### config.mk
export PLATFORM = sky130hd
export DESIGN_NAME = sccfg_regs
export DESIGN_NICKNAME = d
export VERILOG_FILES = /design/src/rtl/sccfg_pkg.sv /design/src/rtl/sccfg_regs.sv
export VERILOG_INCLUDE_DIRS = /design/src /design/src/rtl
export SDC_FILE = /design/constraint.sdc
export NUM_CORES = 1
export LEC_CHECK = 0
export BUFFER_PORTS_ARGS = -buffer_cell sky130_fd_sc_hd__buf_2
export CORE_ASPECT_RATIO = 0.75
export CORE_MARGIN = 2
export CORE_UTILIZATION = 45
export CTS_CLUSTER_SIZE = 30
export DETAILED_ROUTE_END_ITERATION = 6
export GPL_TIMING_DRIVEN = 0
export PLACE_DENSITY_LB_ADDON = 0.1
export SLEW_MARGIN = 5
export SYNTH_ARGS = -nofsm -noshare
export SYNTH_HDL_FRONTEND = slang
export SYNTH_SLANG_ARGS = --single-unit
### constraint.sdc
create_clock -name i_mclk -period 3 [get_ports i_mclk]
set_clock_uncertainty 0.05 [all_clocks]
set_input_delay 0.9 -clock i_mclk [delete_from_list [all_inputs] [get_ports i_mclk]]
set_output_delay 0.9 -clock i_mclk [all_outputs]
set_load 0.05 [all_outputs]
### src/rtl/sccfg_map.svh
// Register offsets, field positions, reset values and timing figures of the sensor
// configuration bank. Assumes inclusion by bare name from the package and the module.
`ifndef SCCFG_MAP_SVH
`define SCCFG_MAP_SVH

// Register offsets
`define SCCFG_ADDR_STATUS 8'h11
`define SCCFG_ADDR_INT_CTRL 8'h19
`define SCCFG_ADDR_INTERFACE_CONFIG 8'h1a
`define SCCFG_ADDR_PWR 8'h1b
`define SCCFG_ADDR_OSR 8'h1c
`define SCCFG_ADDR_ODR 8'h1d
`define SCCFG_ADDR_FILT 8'h1f
`define SCCFG_ADDR_CMD 8'h7e

// Soft reset command code
`define SCCFG_CMD_SOFTRESET 8'hb6

// Writable bit masks, unassigned bits stay zero
`define SCCFG_MASK_INT_CTRL 8'h5f
`define SCCFG_MASK_INTERFACE_CONFIG 8'h07
`define SCCFG_MASK_PWR 8'h33
`define SCCFG_MASK_OSR 8'h3f
`define SCCFG_MASK_ODR 8'h1f
`define SCCFG_MASK_FILT 8'h0e

// Reset values
`define SCCFG_RST_INT_CTRL 8'h02
`define SCCFG_RST_INTERFACE_CONFIG 8'h00
`define SCCFG_RST_PWR 8'h00
`define SCCFG_RST_OSR 8'h00
`define SCCFG_RST_ODR 8'h00
`define SCCFG_RST_FILT 8'h00

// Interrupt control fields
`define SCCFG_IC_OD 0
`define SCCFG_IC_LEVEL 1
`define SCCFG_IC_LATCH 2
`define SCCFG_IC_FWM_EN 3
`define SCCFG_IC_FFULL_EN 4
`define SCCFG_IC_DRDY_EN 6

// Interface config fields
`define SCCFG_IF_WIRE3 0
`define SCCFG_IF_WDT_EN 1
`define SCCFG_IF_WDT_SEL 2

// Power control fields
`define SCCFG_PWR_PRESS 0
`define SCCFG_PWR_TEMP 1
`define SCCFG_PWR_MODE_HI 5
`define SCCFG_PWR_MODE_LO 4
`define SCCFG_MODE_SLEEP 2'h0
`define SCCFG_MODE_NORMAL 2'h3

// Status flag positions
`define SCCFG_ST_FWM 0
`define SCCFG_ST_FFULL 1
`define SCCFG_ST_DRDY 3

// Rate subdivision ceiling and base period
`define SCCFG_ODR_MAX 5'h11
`define SCCFG_ODR_BASE_US 5000

// Timing, in nanoseconds, and watchdog counter width in bits
`define SCCFG_MCLK_NS 25
`define SCCFG_WDT_SHORT_NS 1250000
`define SCCFG_WDT_LONG_NS 40000000
`define SCCFG_WD_CNT_W 21

`endif

### src/rtl/sccfg_pkg.sv
// Types shared by the sensor configuration bank.
// Assumes sccfg_map.svh is on the include path.
`include "sccfg_map.svh"

package sccfg_pkg;

  // Register port request from the serial protocol engine
  typedef struct packed {
    logic wr;
    logic rd;
    logic [7:0] addr;
    logic [7:0] wdata;
  } sccfg_regbus_t;

  // Event pulses from the measurement engine and FIFO
  typedef struct packed {
    logic fwm;
    logic ffull;
    logic drdy;
  } sccfg_evt_t;

  // Configuration registers as seen by the rest of the chip
  typedef struct packed {
    logic [7:0] int_ctrl;
    logic [7:0] interface_config;
    logic [7:0] pwr;
    logic [7:0] osr;
    logic [7:0] odr;
    logic [7:0] filt;
  } sccfg_cfg_t;

  // Bus watchdog states
  typedef enum logic [2:0] {
    SCCFG_WD_IDLE = 3'b001,
    SCCFG_WD_RUN = 3'b010,
    SCCFG_WD_TRIP = 3'b100
  } sccfg_wd_t;

  // Whole state of the bank
  typedef struct packed {
    sccfg_cfg_t cfg;
    logic [7:0] status;
    logic int_act;
    logic int_out;
    logic int_oe;
    logic [7:0] rdata;
    logic rvalid;
    logic nvm_pend;
    logic scl_s1;
    logic scl_s2;
    logic scl_s3;
    sccfg_wd_t wd;
    logic [`SCCFG_WD_CNT_W-1:0] wd_cnt;
    logic wd_trip;
  } sccfg_state_t;

endpackage

### src/rtl/sccfg_regs.sv
// Configuration register bank of a pressure and temperature sensor, with the
// interrupt pin driver, interrupt status flags and the two-wire bus watchdog.
// Assumes a serial protocol engine on i_mclk presents register accesses, and that
// the measurement engine and FIFO give one-cycle event pulses on i_mclk.
`timescale 1ns/1ps
`include "sccfg_map.svh"

// Functional notes
// - Interrupt bit 0 picks push-pull or open-drain
// - Interrupt bit 1 sets pin active level
// - Interrupt bit 2 latches pin to status flags
// - Interrupt bit 3 gates watermark event
// - Interrupt bit 4 gates FIFO full event
// - Interrupt bit 6 gates sample ready event
// - Interface bit 0 selects three-wire serial
// - Interface bit 1 enables watchdog, NVM default
// - Interface bit 2 picks 1.25 or 40 ms
// - Power bit 0 enables pressure sensing
// - Power bit 1 enables temperature sensing
// - Mode field: sleep, forced, normal
// - Oversampling fields for pressure and temperature
// - Rate field saturates at seventeen
// - Rate zero is 5 ms, doubling upward
// - Filter field selects recursive coefficient
// - Status flags bits 0,1,3, clear on read
// - Soft reset command restores configuration defaults, status kept
module sccfg_regs #(
  parameter int WDT_SHORT_CYC = `SCCFG_WDT_SHORT_NS / `SCCFG_MCLK_NS,
  parameter int WDT_LONG_CYC = `SCCFG_WDT_LONG_NS / `SCCFG_MCLK_NS
) (
  input wire logic i_mclk,
  input wire logic i_rst,
  input wire logic i_ce,
  input wire sccfg_pkg::sccfg_regbus_t i_bus,
  input wire sccfg_pkg::sccfg_evt_t i_evt,
  input wire logic i_meas_done,
  input wire logic i_nvm_wdt_en,
  input wire logic i_nvm_wdt_sel,
  input wire logic i_scl,
  input wire logic i_i2c_busy,
  output logic [7:0] o_rdata,
  output logic o_rvalid,
  output sccfg_pkg::sccfg_cfg_t o_cfg,
  output logic [7:0] o_status,
  output logic o_int_out,
  output logic o_int_oe,
  output logic o_wdt_trip
);
  import sccfg_pkg::*;

  // Refuse counts the watchdog counter cannot hold
  if (WDT_SHORT_CYC < 1 || WDT_LONG_CYC < 1 ||
      WDT_SHORT_CYC >= (1 << `SCCFG_WD_CNT_W) ||
      WDT_LONG_CYC >= (1 << `SCCFG_WD_CNT_W)) begin : g_chk
    $error("sccfg_regs: watchdog count out of range");
  end

  localparam sccfg_cfg_t CFG_DEF = '{
    int_ctrl: `SCCFG_RST_INT_CTRL, interface_config: `SCCFG_RST_INTERFACE_CONFIG,
    pwr: `SCCFG_RST_PWR, osr: `SCCFG_RST_OSR,
    odr: `SCCFG_RST_ODR, filt: `SCCFG_RST_FILT};

  // Writable bits of every register
  localparam sccfg_cfg_t CFG_MASK = '{
    int_ctrl: `SCCFG_MASK_INT_CTRL, interface_config: `SCCFG_MASK_INTERFACE_CONFIG,
    pwr: `SCCFG_MASK_PWR, osr: `SCCFG_MASK_OSR,
    odr: `SCCFG_MASK_ODR, filt: `SCCFG_MASK_FILT};

  // Bus clock history starts at the pulled-up idle level, no false edge
  localparam sccfg_state_t ST_RST = '{
    cfg: CFG_DEF, wd: SCCFG_WD_IDLE, nvm_pend: 1'b1, int_oe: 1'b1,
    scl_s1: 1'b1, scl_s2: 1'b1, scl_s3: 1'b1, default: '0};

  localparam logic [`SCCFG_WD_CNT_W-1:0] WD_SHORT_M1 = `SCCFG_WD_CNT_W'(WDT_SHORT_CYC - 1);
  localparam logic [`SCCFG_WD_CNT_W-1:0] WD_LONG_M1 = `SCCFG_WD_CNT_W'(WDT_LONG_CYC - 1);

  sccfg_state_t st;
  sccfg_state_t next_st;
  logic [7:0] evt_g;
  logic stat_clr;
  logic scl_edge;
  logic forced;
  logic [1:0] mode_now;
  logic [`SCCFG_WD_CNT_W-1:0] wd_lim;

  // Next state of the whole bank
  always_comb begin
    next_st = st;
    evt_g = 8'h00;
    stat_clr = 1'b0;
    scl_edge = st.scl_s2 ^ st.scl_s3;
    mode_now = st.cfg.pwr[`SCCFG_PWR_MODE_HI:`SCCFG_PWR_MODE_LO];
    forced = (mode_now != `SCCFG_MODE_SLEEP) && (mode_now != `SCCFG_MODE_NORMAL);
    wd_lim = st.cfg.interface_config[`SCCFG_IF_WDT_SEL] ? WD_LONG_M1 : WD_SHORT_M1;
    if (i_ce) begin
      next_st.rvalid = 1'b0;
      next_st.wd_trip = 1'b0;

      // Read mux, old status value returned before its clear
      if (i_bus.rd) begin
        next_st.rvalid = 1'b1;
        case (i_bus.addr)
          `SCCFG_ADDR_STATUS: next_st.rdata = st.status;
          `SCCFG_ADDR_INT_CTRL: next_st.rdata = st.cfg.int_ctrl;
          `SCCFG_ADDR_INTERFACE_CONFIG: next_st.rdata = st.cfg.interface_config;
          `SCCFG_ADDR_PWR: next_st.rdata = st.cfg.pwr;
          `SCCFG_ADDR_OSR: next_st.rdata = st.cfg.osr;
          `SCCFG_ADDR_ODR: next_st.rdata = st.cfg.odr;
          `SCCFG_ADDR_FILT: next_st.rdata = st.cfg.filt;
          default: next_st.rdata = 8'h00;
        endcase
      end

      // Gated events; set wins over clear on read
      evt_g[`SCCFG_ST_FWM] = i_evt.fwm & st.cfg.int_ctrl[`SCCFG_IC_FWM_EN];
      evt_g[`SCCFG_ST_FFULL] = i_evt.ffull & st.cfg.int_ctrl[`SCCFG_IC_FFULL_EN];
      evt_g[`SCCFG_ST_DRDY] = i_evt.drdy & st.cfg.int_ctrl[`SCCFG_IC_DRDY_EN];
      stat_clr = i_bus.rd && (i_bus.addr == `SCCFG_ADDR_STATUS);
      next_st.status = (stat_clr ? 8'h00 : st.status) | evt_g;

      // Forced measurement done, back to sleep
      if (forced && i_meas_done) begin
        next_st.cfg.pwr[`SCCFG_PWR_MODE_HI:`SCCFG_PWR_MODE_LO] = `SCCFG_MODE_SLEEP;
      end

      // Watchdog defaults loaded from NVM after reset
      if (st.nvm_pend) begin
        next_st.cfg.interface_config[`SCCFG_IF_WDT_EN] = i_nvm_wdt_en;
        next_st.cfg.interface_config[`SCCFG_IF_WDT_SEL] = i_nvm_wdt_sel;
        next_st.nvm_pend = 1'b0;
      end

      // Register writes, unassigned bits masked off
      if (i_bus.wr) begin
        case (i_bus.addr)
          `SCCFG_ADDR_INT_CTRL: begin
            next_st.cfg.int_ctrl = i_bus.wdata & `SCCFG_MASK_INT_CTRL;
          end
          `SCCFG_ADDR_INTERFACE_CONFIG: begin
            next_st.cfg.interface_config = i_bus.wdata & `SCCFG_MASK_INTERFACE_CONFIG;
          end
          `SCCFG_ADDR_PWR: begin
            next_st.cfg.pwr = i_bus.wdata & `SCCFG_MASK_PWR;
          end
          `SCCFG_ADDR_OSR: begin
            next_st.cfg.osr = i_bus.wdata & `SCCFG_MASK_OSR;
          end
          `SCCFG_ADDR_ODR: begin
            // Period is the 5 ms base times two to the stored value
            if (i_bus.wdata[4:0] > `SCCFG_ODR_MAX) begin
              next_st.cfg.odr = {3'h0, `SCCFG_ODR_MAX};
            end else begin
              next_st.cfg.odr = i_bus.wdata & `SCCFG_MASK_ODR;
            end
          end
          `SCCFG_ADDR_FILT: begin
            next_st.cfg.filt = i_bus.wdata & `SCCFG_MASK_FILT;
          end
          `SCCFG_ADDR_CMD: begin
            if (i_bus.wdata == `SCCFG_CMD_SOFTRESET) begin
              next_st.cfg = CFG_DEF;
              next_st.nvm_pend = 1'b1;
            end
          end
          default: begin
          end
        endcase
      end

      // Pin activity: held by status when latched, else follows events
      if (next_st.cfg.int_ctrl[`SCCFG_IC_LATCH]) begin
        next_st.int_act = |next_st.status;
      end else begin
        next_st.int_act = |evt_g;
      end

      // Pin drive and polarity
      if (!next_st.cfg.int_ctrl[`SCCFG_IC_OD]) begin
        next_st.int_oe = 1'b1;
        next_st.int_out = next_st.cfg.int_ctrl[`SCCFG_IC_LEVEL] ?
          next_st.int_act : ~next_st.int_act;
      end else begin
        next_st.int_out = 1'b0;
        next_st.int_oe = next_st.cfg.int_ctrl[`SCCFG_IC_LEVEL] ?
          ~next_st.int_act : next_st.int_act;
      end

      // Clock line synchroniser and edge history
      next_st.scl_s1 = i_scl;
      next_st.scl_s2 = st.scl_s1;
      next_st.scl_s3 = st.scl_s2;

      // Bus watchdog: trips when the clock line stalls mid transfer
      case (st.wd)
        SCCFG_WD_IDLE: begin
          next_st.wd_cnt = '0;
          if (st.cfg.interface_config[`SCCFG_IF_WDT_EN] && i_i2c_busy) begin
            next_st.wd = SCCFG_WD_RUN;
          end
        end
        SCCFG_WD_RUN: begin
          if (!st.cfg.interface_config[`SCCFG_IF_WDT_EN] || !i_i2c_busy) begin
            next_st.wd = SCCFG_WD_IDLE;
            next_st.wd_cnt = '0;
          end else if (scl_edge) begin
            next_st.wd_cnt = '0;
          end else if (st.wd_cnt >= wd_lim) begin
            next_st.wd_trip = 1'b1;
            next_st.wd = SCCFG_WD_TRIP;
            next_st.wd_cnt = '0;
          end else begin
            next_st.wd_cnt = st.wd_cnt + 1'b1;
          end
        end
        SCCFG_WD_TRIP: begin
          if (!i_i2c_busy) begin
            next_st.wd = SCCFG_WD_IDLE;
          end
        end
        default: begin
          next_st.wd = SCCFG_WD_IDLE;
          next_st.wd_cnt = '0;
        end
      endcase
    end
  end

  // State register
  always_ff @(posedge i_mclk or posedge i_rst) begin
    if (i_rst) begin
      st <= ST_RST;
    end else begin
      st <= next_st;
    end
  end

  // Outputs straight from the state
  assign o_rdata = st.rdata;
  assign o_rvalid = st.rvalid;
  assign o_cfg = st.cfg;
  assign o_status = st.status;
  assign o_int_out = st.int_out;
  assign o_int_oe = st.int_oe;
  assign o_wdt_trip = st.wd_trip;
endmodule

==> run summary <==
Global routing
• **initial antenna violation count** 0
• **largest net degree at the start of global routing** 60
• **global-route wire length before repair** 19020 µm
• **vias in the first global route** 3483
• **overall overflow remaining after global route** 0
• **overall global routing resource usage** 0.2239

Worst setup path
• **data required time of the worst path** 3.16 ns
• **crit path launch type** input port
• **peak per-stage delay on the critical path** 0.84 ns
• **cell chain of the critical path** buf_2, inv_1, nor4b_1, or3b_2, nor2_1, xnor2_1, nor2_1
• **Setup CP Type** input port to flop
• **endpoint type of the worst setup path** flop
• **biggest fanout along the worst timing path** 8
• **critical path data arrival time** 2.98 ns
• **Worst path slowest cell** nor4b_1
• **Worst path most repeated cell** nor2_1

Logic synthesis
• **Synth Warn #** 0
• **part of the Yosys area used for sequential elements** 0.4147
• **post-synth design cell area** 4547 µm²
• **most frequently used flop master after synthesis** dfrtp_1
• **#FFs+latches synth** 75
• **number of synthesized flops with an enable pin** 0
• **Synth cell types** 60
• **Async SR Flop Fraction** 1.000
• **mean area per synthesized cell** 9.336 µm²
• **number of instances in the synthesized netlist** 487

Place
• **Inst Count DP** 712
• **routability cong.** 0.9319
• **pre-CTS worst setup slack** -0.1460 ns
• **HPWL after detailed placement** 9009 µm
• **IO buf count** 72

STA
• **endpoints failing setup** 0
• **Max Fclk** 354.1 MHz
• **normalized max-slew margin** 0.3740
• **post-route setup slack** 0.1758 ns
• **Final min period** 2.824 ns
• **number of hold violations in the final report** 0
• **setup repair after global routing missed its margin** no
• **final worst-path cycle share** 0.9414
• **number of max-slew violations in the final report** 0
• **pin slew with the least headroom to its limit** 0.9260 ns
• **worst hold slack** 0.4275 ns

Clocking
• **number of H-tree levels** 3
• **number of buffers added by the clock tree synthesis step** 9
• **clk_lat worst skew** 0.34 ns
• **post-CTS setup repair buffer count** 0
• **clock tree from TritonCTS** yes
• **number of gates resized after cts** 0
• **cts hold-fix bufs** 0
• **clock sink count** 75
• **cell at the root of the clock tree** clkbuf_16
• **maximum buffer depth of the clock tree** 2
• **Clk pin slew, worst setup/hold paths** 0.06 ns

Pwr
• **power density over cell area** 472.2 nW/µm²
• **Tot Pwr** 0.002577 W
• **peak supply drop** 0.2951 mV
• **leakage power figure** 2.680 nW

Die
• **number of top-level pins** 97
• **starting utilization of the core area** 0.4670
• **total core area** 9736 µm²
• **Die X** 120.1 µm
• **die area** 10930 µm²
• **cell row count** 31
• **die boundary height** 91.05 µm

Cells and area
• **Final Instance Count excl. Fillers** 728
• **growth of design area from synthesis to finish** 20.03%
• **area of the multi-input gates** 2140 µm²
• **fraction of final layout cells sized beyond drive strength 1** 0.3221
• **register cell area after layout** 1886 µm²
• **nets** 630
• **fill cell instance count of the final layout** 912
• **Ant. Diodes** 0
• **fin util** 0.5606

Job
• **count of maximum capacitance violations** 0

Drt
• **number of detailed-route iterations in the first pass** 5
• **drt first-iter violations** 351
• **DRC Markers** 0
• **ANT nets after route** 0
• **via density per instance** 5.305
• **DRT Wirelength** 11820 µm
• **Avg WL per Cell** 16.24 µm
• **total via count after detailed routing** 3862

Run status
• **outcome** finished, final reports clean

Hold path
• **path category of the worst min-delay check** flop to flop

## critical path: cells and delay by family
| family | cells | cell delay, ns |
|---|---|---|
| buffers and inverters | 2 | 0.36 |
| xor gates and xnor gates | 1 | 0.12 |
| and+or+nand+nor | 4 | 1.58 |
## metal layers
layer	GRT usage	vias up	wire length, µm
met5	0	-	0
met4	0.05000	0	88
met1	0.3536	1806	5887
met2	0.2931	156	4802
met3	0.06847	10	1045
li1	-	1890	-
## cell usage after synthesis (3+ instances only)
| cell | count | share of area |
|---|---|---|
| nand4b_1 | 5 | 0.0096 |
| nor4_1 | 3 | 0.0041 |
| nand3_1 | 16 | 0.018 |
| a32o_1 | 12 | 0.026 |
| o21ai_0 | 33 | 0.036 |
| nand2b_1 | 4 | 0.0055 |
| xnor2_1 | 3 | 0.0058 |
| a31oi_1 | 8 | 0.011 |
| nor3b_1 | 3 | 0.0050 |
| or3b_2 | 3 | 0.0058 |
| buf_2 | 7 | 0.0077 |
| buf_4 | 64 | 0.11 |
| and3_1 | 5 | 0.0069 |
| o21a_1 | 3 | 0.0050 |
| mux2i_1 | 9 | 0.020 |
| a21oi_1 | 11 | 0.012 |
| inv_1 | 16 | 0.013 |
| and2_1 | 7 | 0.0096 |
| a22o_1 | 3 | 0.0058 |
| nor3_1 | 12 | 0.013 |
| nor2_1 | 32 | 0.026 |
| xor2_1 | 14 | 0.027 |
| o31ai_1 | 6 | 0.0099 |
| clkbuf_1 | 8 | 0.0066 |
| ha_1 | 10 | 0.028 |
| dfstp_2 | 7 | 0.040 |
| nand4_1 | 7 | 0.0096 |
| a22oi_1 | 6 | 0.0099 |
| mux2_2 | 5 | 0.012 |
| o41ai_1 | 3 | 0.0058 |
| dfrtp_1 | 68 | 0.37 |
| nand3b_1 | 3 | 0.0050 |
| nand2_1 | 54 | 0.045 |
## power breakdown
part | internal (W) | switching [W]
Sequential | 0.00107 | 0.0000577
Combinational | 0.000148 | 0.000314
Clock | 0.000555 | 0.000435
## final cells by class
type	instances	share of cell area
well taps	132	0.03026
multi-input cells	337	0.3920
plain buffers	79	0.1002
repair buffers	73	0.07107
clock inverters	7	0.008253
inverters	16	0.01146
clock buffers	9	0.04127
flip-flops and latches	75	0.3455
## state kept, by name (all words and copies together), names as in the netlist
register and count:
o_wdt_trip 1, o_cfg 27, st 28, o_status 8, o_int_out 1, o_rvalid 1, o_rdata 8, o_int_oe 1
## final timing paths
kind,start,cells after the start,slack (ns),end
worst max-delay path,i_ce,7,0.18,st[20]
worst min-delay path,o_rdata[6],2,0.43,o_rdata[6]
worst max register to register,o_cfg[34],9,0.31,st[7]
worst min register to register,o_rdata[6],2,0.43,o_rdata[6]
max in group asynchronous,i_rst,3,1.84,st[27]
min in group asynchronous,i_rst,2,0.45,st[23]
## metrics by stage
step                TNS (ns)  cell area [µm²]
CTS                        0             5448
detailed placement    -1.800             5177
global placement      -55.56             5147
global route               0             5458
floorplan                  0             4622
finish                     0             5458
## cell usage in the layout (no fill, tap or decap), drive strengths merged, types with 3 or more instances in the layout
cell	count
nand3b	3
buf	144
nand3	16
o31ai	6
inv	16
conb	21
or3b	3
and2	7
o21a	3
clkinvlp	4
dfstp	7
nand2	54
a22oi	6
or4b	3
and3	5
dfrtp	68
nand2b	4
clkinv	3
clkbuf	17
nand4	7
nand4b	5
ha	10
mux2i	9
xor2	14
nor3	12
a21oi	11
xnor2	3
nor3b	3
a31oi	9
o41ai	3
a22o	3
o21ai	36
nor4	5
nor2	33
a32o	12
mux2	5
## kinds of logic (layout without fill, tap and decap cells)
logic type / count (synthesis) / count (layout) / share of synthesized area
compound gates: 105 / 105 / 0.1602
xor+xnor: 17 / 17 / 0.03275
fa+ha+maj: 10 / 10 / 0.02752
buf+inv: 95 / 184 / 0.1332
flops: 75 / 75 / 0.4147
mux: 14 / 14 / 0.03220
other cells: 1 / 21 / 0.0008247
simple gates: 170 / 170 / 0.1987
Power figures use the tool's default switching activity.
